===== config.mk =====
export PLATFORM = sky130hd
export DESIGN_NAME = tmcc_timer
export DESIGN_NICKNAME = d
export VERILOG_FILES = /design/src/tmcc_pkg.sv /design/src/tmcc_timer.sv
export VERILOG_INCLUDE_DIRS = /design/src
export SDC_FILE = /design/constraint.sdc
export NUM_CORES = 1
export LEC_CHECK = 0
export ABC_AREA = 1
export BUFFER_PORTS_ARGS = -buffer_cell sky130_fd_sc_hd__buf_2
export CORE_ASPECT_RATIO = 0.5
export CORE_MARGIN = 2
export CORE_UTILIZATION = 60
export DETAILED_ROUTE_END_ITERATION = 12
export PLACE_DENSITY = 0.88
export SLEW_MARGIN = 10
export SYNTH_ARGS = -nofsm -noshare
export SYNTH_HDL_FRONTEND = slang
export SYNTH_SLANG_ARGS = --single-unit

===== constraint.sdc =====
create_clock -name clock -period 4.9 [get_ports clock]
set_input_delay 0.98 -clock clock [delete_from_list [all_inputs] [get_ports clock]]
set_output_delay 0.98 -clock clock [all_outputs]
set_load 0.02 [all_outputs]

===== src/tmcc_map.svh =====
`ifndef TMCC_MAP_SVH
`define TMCC_MAP_SVH
`define TMCC_ADDR_W 4
`define TMCC_OFF_MODE 4'h0
`define TMCC_OFF_CAPCTL 4'h1
`define TMCC_OFF_OUTCTL 4'h2
`define TMCC_OFF_PRESC 4'h3
`define TMCC_OFF_CMPA 4'h4
`define TMCC_OFF_CMPB 4'h5
`define TMCC_OFF_COUNT 4'h6
`define TMCC_OFF_IRQ_STAT 4'h7
`define TMCC_OFF_IRQ_MASK 4'h8
`define TMCC_MODE_OVF_BIT 0
`define TMCC_MODE_OP_LO_BIT 2
`define TMCC_MODE_OP_HI_BIT 3
`define TMCC_OUT_ENABLE_BIT 0
`define TMCC_OUT_MODE_BIT 1
`define TMCC_OUT_FSET_BIT 2
`define TMCC_OUT_FRESET_BIT 3
`define TMCC_OUT_TRIG_SEL_BIT 4
`define TMCC_OUT_OS_EN_BIT 5
`define TMCC_OUT_SW_TRIG_BIT 6
`define TMCC_CAP_A_BIT 0
`define TMCC_CAP_B_BIT 1
`define TMCC_PRESC_CLK_LSB 0
`define TMCC_PRESC_EDGE_LSB 4
`define TMCC_COUNT_MAX 16'hFFFF
`define TMCC_COUNT_ZERO 16'h0000
`define TMCC_IRQ_OVF_BIT 0
`define TMCC_IRQ_MATCH_A_BIT 1
`define TMCC_IRQ_MATCH_B_BIT 2
`define TMCC_IRQ_CAP_BIT 3
`endif


===== src/tmcc_pkg.sv =====
`default_nettype none
package tmcc_pkg;
  typedef enum logic [1:0] {
    TMCC_OP_STOP,
    TMCC_OP_CLR_EDGE,
    TMCC_OP_FREE,
    TMCC_OP_CLR_MATCH
  } tmcc_op_type;
  typedef enum logic [1:0] {
    TMCC_EDGE_FALL,
    TMCC_EDGE_RISE,
    TMCC_EDGE_NONE,
    TMCC_EDGE_BOTH
  } tmcc_edge_type;
endpackage
`default_nettype wire


===== src/tmcc_timer.sv =====
// Local design decisions: the address-and-strobe port and the register offsets.
`timescale 1ns/1ps
`default_nettype none
`include "tmcc_map.svh"
module tmcc_timer
  import tmcc_pkg::*;
#(
  parameter int CNT_W = 16
) (
  input wire logic clock,
  input wire logic rst,
  input wire logic [`TMCC_ADDR_W-1:0] addr,
  input wire logic [15:0] wdata,
  input wire logic wr,
  input wire logic rd,
  output logic [15:0] rdata,
  input wire logic internal_ring_oscillator_sel,
  input wire logic ext_edge_input_a,
  output logic shared_port_pin,
  output logic irq
);
  logic [7:0] mode_ctrl_reg, mode_ctrl_next;
  logic [7:0] capture_ctrl_reg, capture_ctrl_next;
  logic [7:0] output_ctrl_reg, output_ctrl_next;
  logic [7:0] prescaler_mode_reg, prescaler_mode_next;
  logic [CNT_W-1:0] compare_reg_a, compare_a_next;
  logic [CNT_W-1:0] compare_reg_b, compare_b_next;
  logic [CNT_W-1:0] count_value, count_next;
  logic [3:0] irq_stat_reg, irq_stat_next, irq_mask_reg, irq_mask_next;
  logic [15:0] rdata_reg, rdata_next;
  logic [7:0] div_reg, div_next;
  logic [2:0] in_sync_reg;
  logic out_ff_reg, out_ff_next, os_active_reg, os_active_next;
  logic tick, edge_hit, rise, fall, running, wrap, match_a, match_b;
  logic sw_oneshot_trigger;
  logic [2:0] div_sel;
  tmcc_op_type op;
  tmcc_edge_type edge_sel;

  assign op = tmcc_op_type'(mode_ctrl_reg[`TMCC_MODE_OP_HI_BIT:`TMCC_MODE_OP_LO_BIT]);
  assign running = (op != TMCC_OP_STOP);
  assign edge_sel = tmcc_edge_type'(prescaler_mode_reg[`TMCC_PRESC_EDGE_LSB +: 2]);
  assign div_sel = prescaler_mode_reg[`TMCC_PRESC_CLK_LSB +: 3];
  assign rise = in_sync_reg[1] & ~in_sync_reg[2];
  assign fall = ~in_sync_reg[1] & in_sync_reg[2];
  always_comb begin
    case (edge_sel)
      TMCC_EDGE_FALL: edge_hit = fall;
      TMCC_EDGE_RISE: edge_hit = rise;
      TMCC_EDGE_BOTH: edge_hit = rise | fall;
      default: edge_hit = 1'b0;
    endcase
  end
  // Ring clock is the same source here; prescale divides by 2 to the power div_sel, except that setting 7 with ring select ticks every clock
  assign div_next = running ? div_reg + 8'h01 : 8'h00;
  assign tick = running && (div_sel == 3'h0 || (internal_ring_oscillator_sel && div_sel == 3'h7) ? 1'b1 :
                (div_reg & ((8'h01 << div_sel) - 8'h01)) == 8'h00);
  assign wrap = tick && count_value == `TMCC_COUNT_MAX;
  assign match_a = tick && count_value == compare_reg_a;
  assign match_b = tick && count_value == compare_reg_b;
  assign sw_oneshot_trigger = wr && addr == `TMCC_OFF_OUTCTL && wdata[`TMCC_OUT_SW_TRIG_BIT];

  always_comb begin
    mode_ctrl_next = mode_ctrl_reg;
    capture_ctrl_next = capture_ctrl_reg;
    output_ctrl_next = output_ctrl_reg;
    prescaler_mode_next = prescaler_mode_reg;
    compare_a_next = compare_reg_a;
    compare_b_next = compare_reg_b;
    count_next = count_value;
    irq_mask_next = irq_mask_reg;
    irq_stat_next = irq_stat_reg;
    out_ff_next = out_ff_reg;
    os_active_next = os_active_reg;
    rdata_next = 16'h0000;
    if (wr) begin
      if (addr == `TMCC_OFF_MODE) begin
        mode_ctrl_next = wdata[7:0];
        mode_ctrl_next[1] = 1'b0;
      end else if (addr == `TMCC_OFF_CAPCTL) begin
        capture_ctrl_next = wdata[7:0];
      end else if (addr == `TMCC_OFF_OUTCTL) begin
        output_ctrl_next = wdata[7:0];
        output_ctrl_next[`TMCC_OUT_FSET_BIT] = 1'b0;
        output_ctrl_next[`TMCC_OUT_FRESET_BIT] = 1'b0;
        output_ctrl_next[`TMCC_OUT_SW_TRIG_BIT] = 1'b0;
        if (wdata[`TMCC_OUT_FSET_BIT] && output_ctrl_reg[`TMCC_OUT_ENABLE_BIT]) begin
          out_ff_next = 1'b1;
        end else if (wdata[`TMCC_OUT_FRESET_BIT]) begin
          out_ff_next = 1'b0;
        end
      end else if (addr == `TMCC_OFF_PRESC) begin
        prescaler_mode_next = wdata[7:0];
      end else if (addr == `TMCC_OFF_CMPA) begin
        compare_a_next = wdata[CNT_W-1:0];
      end else if (addr == `TMCC_OFF_CMPB) begin
        compare_b_next = wdata[CNT_W-1:0];
      end else if (addr == `TMCC_OFF_IRQ_MASK) begin
        irq_mask_next = wdata[3:0];
      end
    end
    // One-shot trigger honoured only in one-shot mode
    if (sw_oneshot_trigger && output_ctrl_reg[`TMCC_OUT_OS_EN_BIT]) begin
      os_active_next = 1'b1;
      count_next = `TMCC_COUNT_ZERO;
    end else if (!running) begin
      count_next = `TMCC_COUNT_ZERO;
      os_active_next = 1'b0;
    end else if (op == TMCC_OP_CLR_EDGE && edge_hit) begin
      count_next = `TMCC_COUNT_ZERO;
    end else if (tick) begin
      if (op == TMCC_OP_CLR_MATCH && match_a && !capture_ctrl_reg[`TMCC_CAP_A_BIT]) begin
        count_next = `TMCC_COUNT_ZERO;
      end else begin
        count_next = count_value + 16'h0001;
      end
    end
    // Capture trigger from synchronized edge; short pulses may be missed
    if (running && edge_hit && capture_ctrl_reg[`TMCC_CAP_A_BIT]) begin
      compare_a_next = count_value;
    end
    if (running && edge_hit && capture_ctrl_reg[`TMCC_CAP_B_BIT]) begin
      compare_b_next = count_value;
    end
    if (output_ctrl_reg[`TMCC_OUT_ENABLE_BIT] && tick && (match_a || match_b)) begin
      if (output_ctrl_reg[`TMCC_OUT_MODE_BIT]) begin
        out_ff_next = match_b ? 1'b1 : 1'b0;
      end else begin
        out_ff_next = ~out_ff_reg;
      end
      if (os_active_reg && match_a) begin
        os_active_next = 1'b0;
      end
    end
    if (rd) begin
      if (addr == `TMCC_OFF_MODE) begin
        rdata_next = {8'h00, mode_ctrl_reg};
      end else if (addr == `TMCC_OFF_CAPCTL) begin
        rdata_next = {8'h00, capture_ctrl_reg};
      end else if (addr == `TMCC_OFF_OUTCTL) begin
        rdata_next = {8'h00, output_ctrl_reg};
      end else if (addr == `TMCC_OFF_PRESC) begin
        rdata_next = {8'h00, prescaler_mode_reg};
      end else if (addr == `TMCC_OFF_CMPA) begin
        rdata_next = compare_reg_a;
      end else if (addr == `TMCC_OFF_CMPB) begin
        rdata_next = compare_reg_b;
      end else if (addr == `TMCC_OFF_COUNT) begin
        rdata_next = count_value;
      end else if (addr == `TMCC_OFF_IRQ_STAT) begin
        rdata_next = {12'h000, irq_stat_reg};
        irq_stat_next = 4'h0;
      end else if (addr == `TMCC_OFF_IRQ_MASK) begin
        rdata_next = {12'h000, irq_mask_reg};
      end
    end
    // Events after clears so a set wins
    if (match_a) begin
      irq_stat_next[`TMCC_IRQ_MATCH_A_BIT] = 1'b1;
    end
    if (match_b) begin
      irq_stat_next[`TMCC_IRQ_MATCH_B_BIT] = 1'b1;
    end
    // Capture status set after the read clear so a capture into compare B is never lost
    if (running && edge_hit && capture_ctrl_reg[`TMCC_CAP_B_BIT]) begin
      irq_stat_next[`TMCC_IRQ_CAP_BIT] = 1'b1;
    end
    if (wrap && compare_reg_a == `TMCC_COUNT_MAX && op != TMCC_OP_STOP) begin
      mode_ctrl_next[`TMCC_MODE_OVF_BIT] = 1'b1;
      irq_stat_next[`TMCC_IRQ_OVF_BIT] = 1'b1;
    end
  end

  always_ff @(posedge clock or posedge rst) begin
    if (rst) begin
      mode_ctrl_reg <= 8'h00;
      capture_ctrl_reg <= 8'h00;
      output_ctrl_reg <= 8'h00;
      prescaler_mode_reg <= 8'h00;
      compare_reg_a <= '0;
      compare_reg_b <= '0;
      count_value <= '0;
      irq_stat_reg <= 4'h0;
      irq_mask_reg <= 4'h0;
      rdata_reg <= 16'h0000;
      div_reg <= 8'h00;
      in_sync_reg <= 3'h0;
      out_ff_reg <= 1'b0;
      os_active_reg <= 1'b0;
    end else begin
      mode_ctrl_reg <= mode_ctrl_next;
      capture_ctrl_reg <= capture_ctrl_next;
      output_ctrl_reg <= output_ctrl_next;
      prescaler_mode_reg <= prescaler_mode_next;
      compare_reg_a <= compare_a_next;
      compare_reg_b <= compare_b_next;
      count_value <= count_next;
      irq_stat_reg <= irq_stat_next;
      irq_mask_reg <= irq_mask_next;
      rdata_reg <= rdata_next;
      div_reg <= div_next;
      in_sync_reg <= {in_sync_reg[1:0], ext_edge_input_a};
      out_ff_reg <= out_ff_next;
      os_active_reg <= os_active_next;
    end
  end

  assign rdata = rdata_reg;
  assign shared_port_pin = out_ff_reg & output_ctrl_reg[`TMCC_OUT_ENABLE_BIT];
  assign irq = |(irq_stat_reg & irq_mask_reg);
endmodule
`default_nettype wire


==> key figures, run 1 <==
Synth
  • Synth cell count leaders: 205 x nand2_1, 111 x dfrtp_1, 83 x inv_1
  • EDFF count, synth: 0
  • Leading area contributor after synthesis: dfrtp_1
  • Synth Warn #: 0
  • Synthesized netlist cell count: 823
  • Share of synthesized registers carrying an async set or reset: 100.0%
  • Count leader, synth: nand2_1
  • Synth Register Bits: 111
  • Synth area leaders: dfrtp_1 44%, nand2_1 12%, inv_1 5.0%, nand3_1 4.6%, o221ai_1 4.5%
  • Syn Std Cell Area: ~6300 sq um
  • Sequential element share of the synthesized area: between 40% and 50%
  • Synth unique cells: just over 40
  • Dominant synthesized flop cell: dfrtp_1
  • Post-Syn Area per Cell: approximately 7.6 sq um
  • Syn Nets: 853
  • Top cell type's share of synthesized area: about 44%

Die
  • Die W: roughly 150 microns
  • Core area: roughly 10000 sq um
  • Initial Utilization: 61.49%
  • DIE AREA: around 11000 sq um
  • Die H: between 70 and 80 microns
  • Site row count: 26
  • I/O pin cnt: 44

Timing
  • Final setup fails: 0
  • Clock period minus worst slack: about 2.5 ns
  • Period utilization: 51.97%
  • Worst-Margin Slew: roughly 1.1 ns
  • Post-route setup slack: about 2.4 ns
  • Final Hold Fails: 0
  • Sum of negative setup slack: 0 ns
  • RSZ-0062 raised after global routing: false
  • Max-slew headroom: 28.37%
  • Max Clock Freq: between 0.3 and 0.4 GHz
  • Clock Skew: 0.007667 ns
  • Hold slack: 0.3914 ns
  • Max-slew violations: 0

Placement
  • Port bufs: 43
  • GP Congestion: approximately 0.95
  • Cells after DPL: ~980
  • Placement Setup Slack: 2.001 ns
  • Post-DP HPWL: about 11000 microns

Global route
  • Initial antenna violation count: 0
  • Gr usage total: around 30%
  • Vias in the first global route: approximately 5600
  • Largest net degree at the start of global routing: just under 90
  • Gr ovfl total: 0
  • First-pass GRT wire length: between 20000 and 30000 microns

Layout
  • Diodes inserted: 0
  • Share of layout cells above drive strength 1: 13.11%
  • Layout Cells excl Fill: between 900 and 1000
  • Final net count: slightly below 900
  • Layout area overhead: 8.813%

Pwr
  • Leakage: between 3 and 4 nW
  • Peak supply drop: approximately 0.00021 V
  • Cell Pwr Density: 421.9 nW/um^2
  • Total Power: between 2 and 3 mW

Worst setup path
  • CP peak stage delay: approximately 0.64 ns
  • Crit path kind: in -> reg
  • Cells along the critical path: buf_2 > inv_1 > nand2_1 > nor2_4 > inv_2 > nor2_2 > nand3_1 > o221ai_1
  • Buf/Inv on CP: 3
  • Required time of the critical path: slightly above 5 ns
  • Crit path max fanout: 16
  • CP endpoint kind: flip-flop
  • Critical-path top delay cell: nor2_2
  • CP top delay family: simple AND/OR/NAND/NOR gates
  • Startpoint Class: primary input
  • Worst EP arrival: about 2.8 ns

Drt
  • Initial DRC Count: 732
  • # DRC: 0
  • Routed Antenna Nets: 0
  • Routed Wire Length: around 17000 microns
  • Wire length per cell after detailed routing: approximately 17 microns
  • Via density per instance: ~6.1
  • Detailed Routing Iterations Pass 1: 7
  • Via count: 6019

Clock network
  • CTS resizes: 0
  • Worst-path clk slew: 0.07 ns
  • Cts bufs inserted: 9
  • H-tree depth: 3
  • Clk buf depth: 2
  • Hold-fix buffers, CTS: 0
  • CTS Root Cell: clkbuf_16
  • Clk_lat worst skew: 0.36 ns
  • Clk sinks: 111
  • Postcts setup bufs: 0
  • CTS tree: built

Job
  • Max_cap viols: 0

Min path
  • HP Class: reg -> reg

Outcome
  • Outcome: finished, final reports clean
-- through the flow --
stage | utilization (%) | cell area, sq um
6_report | 66.91 | 6813
5_1_grt | 66.91 | 6813
4_1_cts | 66.86 | 6808
3_5_place_dp | 63.95 | 6511
3_3_place_gp | 63.95 | 6511
2_1_floorplan | - | 6261
-- routing by layer --
metal | routed length [microns] | GRT usage [%] | part of all wire [%] | up-vias
met4 | 428 | 10.76 | 2.6 | 0
li1 | - | - | - | 2818
met3 | 1723 | 8.323 | 10 | 50
met5 | 0 | 0 | 0 | -
met1 | 7053 | 42.17 | 43 | 2797
met2 | 7360 | 46.62 | 44 | 354
-- power by group --
part / switching (mW) / internal, mW
registers: 0.199 / 1.11
logic: 0.511 / 0.297
clock network: 0.344 / 0.409
total: 1.05 / 1.82
-- final cells by class --
type	instances	area, sq um
Clock inverter	5	57.56
Timing Repair Buffer	45	230.2
Multi-Input combinational cell	578	2934
Inverter	105	399.1
Tap cell	140	175.2
Clock buffer	10	239.0
Sequential cell	111	2778
Fill cell	831	3369
-- logic make-up after synthesis --
| kind of cell | share of synthesized area [%] |
|---|---|
| compound gates | 17.43 |
| xor+xnor | 1.679 |
| fa+ha+maj | 0.7994 |
| buf+inv | 8.853 |
| flops | 44.36 |
| mux | 0.1599 |
| simple gates | 26.72 |
-- placed cells by master, fill, tap and decap left out, types with 3 or more instances in the layout --
cell type / instances
buf_2: 43
ha_1: 4
clkbuf_16: 9
o221ai_1: 32
nor2_2: 6
nand2_2: 6
nand2_1: 205
dfrtp_1: 111
nor3_1: 4
inv_1: 82
xor2_1: 7
inv_2: 19
xnor2_1: 5
nor2_1: 66
o21ai_1: 37
a21oi_2: 3
nand3_1: 57
o22ai_1: 18
a21oi_1: 38
nand4_1: 19
nand3_2: 5
o21ai_0: 47
-- final timing paths --
| kind | from | endpoint | slack, ns | cells after the start |
|---|---|---|---|---|
| max | addr[3] | compare_reg_a[9] | 2.35 | 8 |
| min | in_sync_reg[0] | in_sync_reg[1] | 0.39 | 0 |
| max reg2reg | in_sync_reg[1] | compare_reg_a[13] | 2.41 | 7 |
| min reg2reg | in_sync_reg[0] | in_sync_reg[1] | 0.39 | 0 |
| max in group asynchronous | rst | compare_reg_a[13] | 3.04 | 3 |
| min in group asynchronous | rst | div_reg[5] | 0.86 | 2 |
No activity file was read; power rests on OpenSTA's default activity.
==> run 2, diff against run 1 <==
Settings changed: ABC_AREA 1 to 0, CORE_UTILIZATION 60 to 55, PLACE_DENSITY 0.88 to 0.86.
Clock period 4.9 ns to 2.1 ns, I/O delays scaled along.
==> key figures, run 2 <==
Timing
  • Final Hold Fails: 0
  • Period utilization: 99.93%
  • Max-slew violations: 0
  • Max Clock Freq: approximately 0.48 GHz
  • Worst-Margin Slew: ~0.66 ns
  • Max-slew headroom: approximately 56%
  • Clock period minus worst slack: around 2.1 ns
  • Final setup fails: 0
  • RSZ-0062 raised after global routing: true
  • Clock Skew: 0.008633 ns

Worst setup path
  • Crit path max fanout: 7
  • Cells along the critical path: xnor2_2 > nand4_1 > nor4_4 > buf_6 > a21oi_4 > buf_6 > a21o_1 > a22o_1
  • CP top delay family: simple AND/OR/NAND/NOR gates
  • Worst EP arrival: about 2.3 ns
  • CP endpoint kind: flip-flop
  • Buf/Inv on CP: 2
  • Critical-path top delay cell: dfrtp_1
  • Crit path kind: reg -> reg
  • Critical Path Start: count_value[9]
  • Required time of the critical path: roughly 2.3 ns
  • Critical R2R Launch: count_value[9]
  • CP peak stage delay: 0.42 ns
  • Startpoint Class: flip-flop
  • Worst path most repeated cell: buf_6

Placement
  • Cells after DPL: between 800 and 900
  • Placed Area: around 7000 sq um
  • GP Congestion: approximately 0.94
  • Post-DP HPWL: around 13000 microns
  • Port bufs: 43

Drt
  • Routed Antenna Nets: 0
  • # DRC: 0
  • Detailed Routing Iterations Pass 1: 5
  • Via count: 5542
  • Via density per instance: between 6 and 7
  • Initial DRC Count: around 830
  • Routed Wire Length: between 15000 and 20000 microns
  • Wire length per cell after detailed routing: approximately 21 microns

Die
  • Die W: about 150 microns
  • Die H: slightly below 80 microns
  • Core area: 11010 sq um
  • I/O pin cnt: 44
  • DIE AREA: roughly 12000 sq um
  • Site row count: 27
  • Initial Utilization: around 56%

Pwr
  • Clock share of power: a little over a fifth
  • Switching share of power: 36.65%
  • Leakage: ~3.4 nW
  • Int Pwr: about 4.8 mW
  • Cell Pwr Density: between 1000 and 1500 nW/um^2
  • Psw: around 2.8 mW
  • Sequential Power Share: between 40% and 50%
  • Gate power share: 35.6%
  • Peak supply drop: a little under 0.0004 V

Synth
  • Leading area contributor after synthesis: dfrtp_1
  • Sequential element share of the synthesized area: about 45%
  • Synth cell count leaders: 111 x dfrtp_1, 78 x nor2_1, 67 x a21oi_1
  • Syn Std Cell Area: between 6000 and 7000 sq um
  • Syn Nets: 664
  • Synth Register Bits: between 100 and 150
  • Synthesized netlist cell count: between 600 and 700
  • Share of synthesized registers carrying an async set or reset: 100.0%
  • Synth area leaders: dfrtp_1 45%, mux2i_1 7.2%, mux2_2 6.2%, a21oi_1 5.4%, xnor2_1 4.9%
  • Synth Warn #: 0
  • EDFF count, synth: 0
  • Synth unique cells: 63
  • Dominant synthesized flop cell: dfrtp_1
  • Post-Syn Area per Cell: a little under 10 sq um
  • Count leader, synth: dfrtp_1
  • Top cell type's share of synthesized area: 44.67%

Clock network
  • H-tree depth: 3
  • Clk sinks: between 100 and 150
  • CTS tree: built
  • Clk buf depth: 2
  • Cts bufs inserted: 9
  • Clk_lat worst skew: roughly 0.36 ns
  • Worst-path clk slew: 0.07 ns
  • Hold-fix buffers, CTS: 0
  • CTS Root Cell: clkbuf_16

Layout
  • Layout Cells excl Fill: slightly below 900
  • Layout area overhead: 18.79%
  • Final net count: 756
  • Most common cell after layout, fill and taps aside: dfrtp_1
  • Finished Cell Area: 7387 sq um
  • Diodes inserted: 0
  • Commonest cells after routing, fill and taps aside: 107 x dfrtp_1, 78 x nor2_1, 74 x buf_4, 67 x a21oi_1, 45 x mux2i_1
  • Share of layout cells above drive strength 1: 27.81%

Global route
  • First-pass GRT wire length: 28420 microns
  • Vias in the first global route: 5320
  • Gr ovfl total: 0
  • Initial antenna violation count: 0
  • Largest net degree at the start of global routing: roughly 110
  • Gr usage total: slightly above 30%

Outcome
  • Outcome: finished, final reports clean

Min path
  • HP Class: in -> async

Job
  • Max_cap viols: 0
run 2: path summary, 6_finish.rpt:
check	to	slack (ns)	depth (start not counted)
worst min-delay path	rdata[3]	0.17	3
max in group asynchronous	count_value[8]	1.33	3
worst min register to register	in_sync_reg[1]	0.36	0
worst max-delay path	count_value[8]	0.001	8
min in group clock	in_sync_reg[0]	0.18	1
worst max register to register	count_value[8]	0.001	8
run 2: through the flow:
stage,hold WS (ns),util (%),power [mW],TNS (ns),worst slack (ns)
6_report,0.1721,67.08,7.634,0,0.001496
5_1_grt,0.1689,67.08,7.989,-0.3770,-0.08440
4_1_cts,0.1762,66.06,7.451,0,0.002841
3_5_place_dp,0.3457,63.37,5.806,-0.1487,-0.07957
3_3_place_gp,0.3463,63.37,5.679,0,0.03435
2_1_floorplan,0.3312,-,4.824,0,0.1065
run 2: power groups by stage:
stage          Combinational (mW)  Sequential (mW)  Clock, mW
2_1_floorplan                1.69             3.13          0
3_3_place_gp                 2.45             3.23          0
3_5_place_dp                 2.54             3.26          0
4_1_cts                      2.58             3.23       1.64
5_1_grt                      2.92             3.33       1.74
6_report                     2.71             3.27       1.65
run 2: layout make-up:
| type | count | area, sq um |
|---|---|---|
| clock buffers | 12 | 256.5 |
| well taps | 145 | 181.4 |
| fillers | 794 | 3626 |
| multi-input cells | 470 | 3238 |
| repair buffers | 123 | 864.6 |
| flip-flops and latches | 111 | 2783 |
| clock inverters | 3 | 18.77 |
| inverters | 11 | 45.04 |
run 2: worst min-delay path: stages:
cell and delay (ns):
buf_2 0.11, clkinvlp_4 0.07, buf_12 0.38
run 2: cell families (layout without fill, tap and decap cells):
logic type / Yosys count / after routing / share of synthesized area, %
AND/OR/NAND/NOR: 204 / 204 / 16.72
AO/OA/AOI/OAI: 144 / 144 / 14.41
flip-flops: 111 / 111 / 44.67
multiplexers: 80 / 80 / 13.76
buffers and inverters: 53 / 149 / 4.285
XOR/XNOR: 38 / 38 / 5.352
adder cells (fa/ha/maj): 4 / 4 / 0.8049
run 2: layer usage:
layer / part of all wire (%) / GRT usage [%] / routed length [microns] / vias up
li1: - / - / - / 2427
met1: 41 / 40.66 / 7547 / 2676
met2: 45 / 47.62 / 8308 / 384
met3: 11 / 9.334 / 1963 / 55
met4: 2.5 / 10.19 / 466 / 0
met5: 0 / 0 / 0 / -
run 2: timing repair:
| item | in CTS | in global routing |
|---|---|---|
| setup endpoints to repair | 6 | 42 |
| gates resized for setup | 4 | 14 |
| pin swaps | 0 | 8 |
| buffers inserted | 0 | 7 |
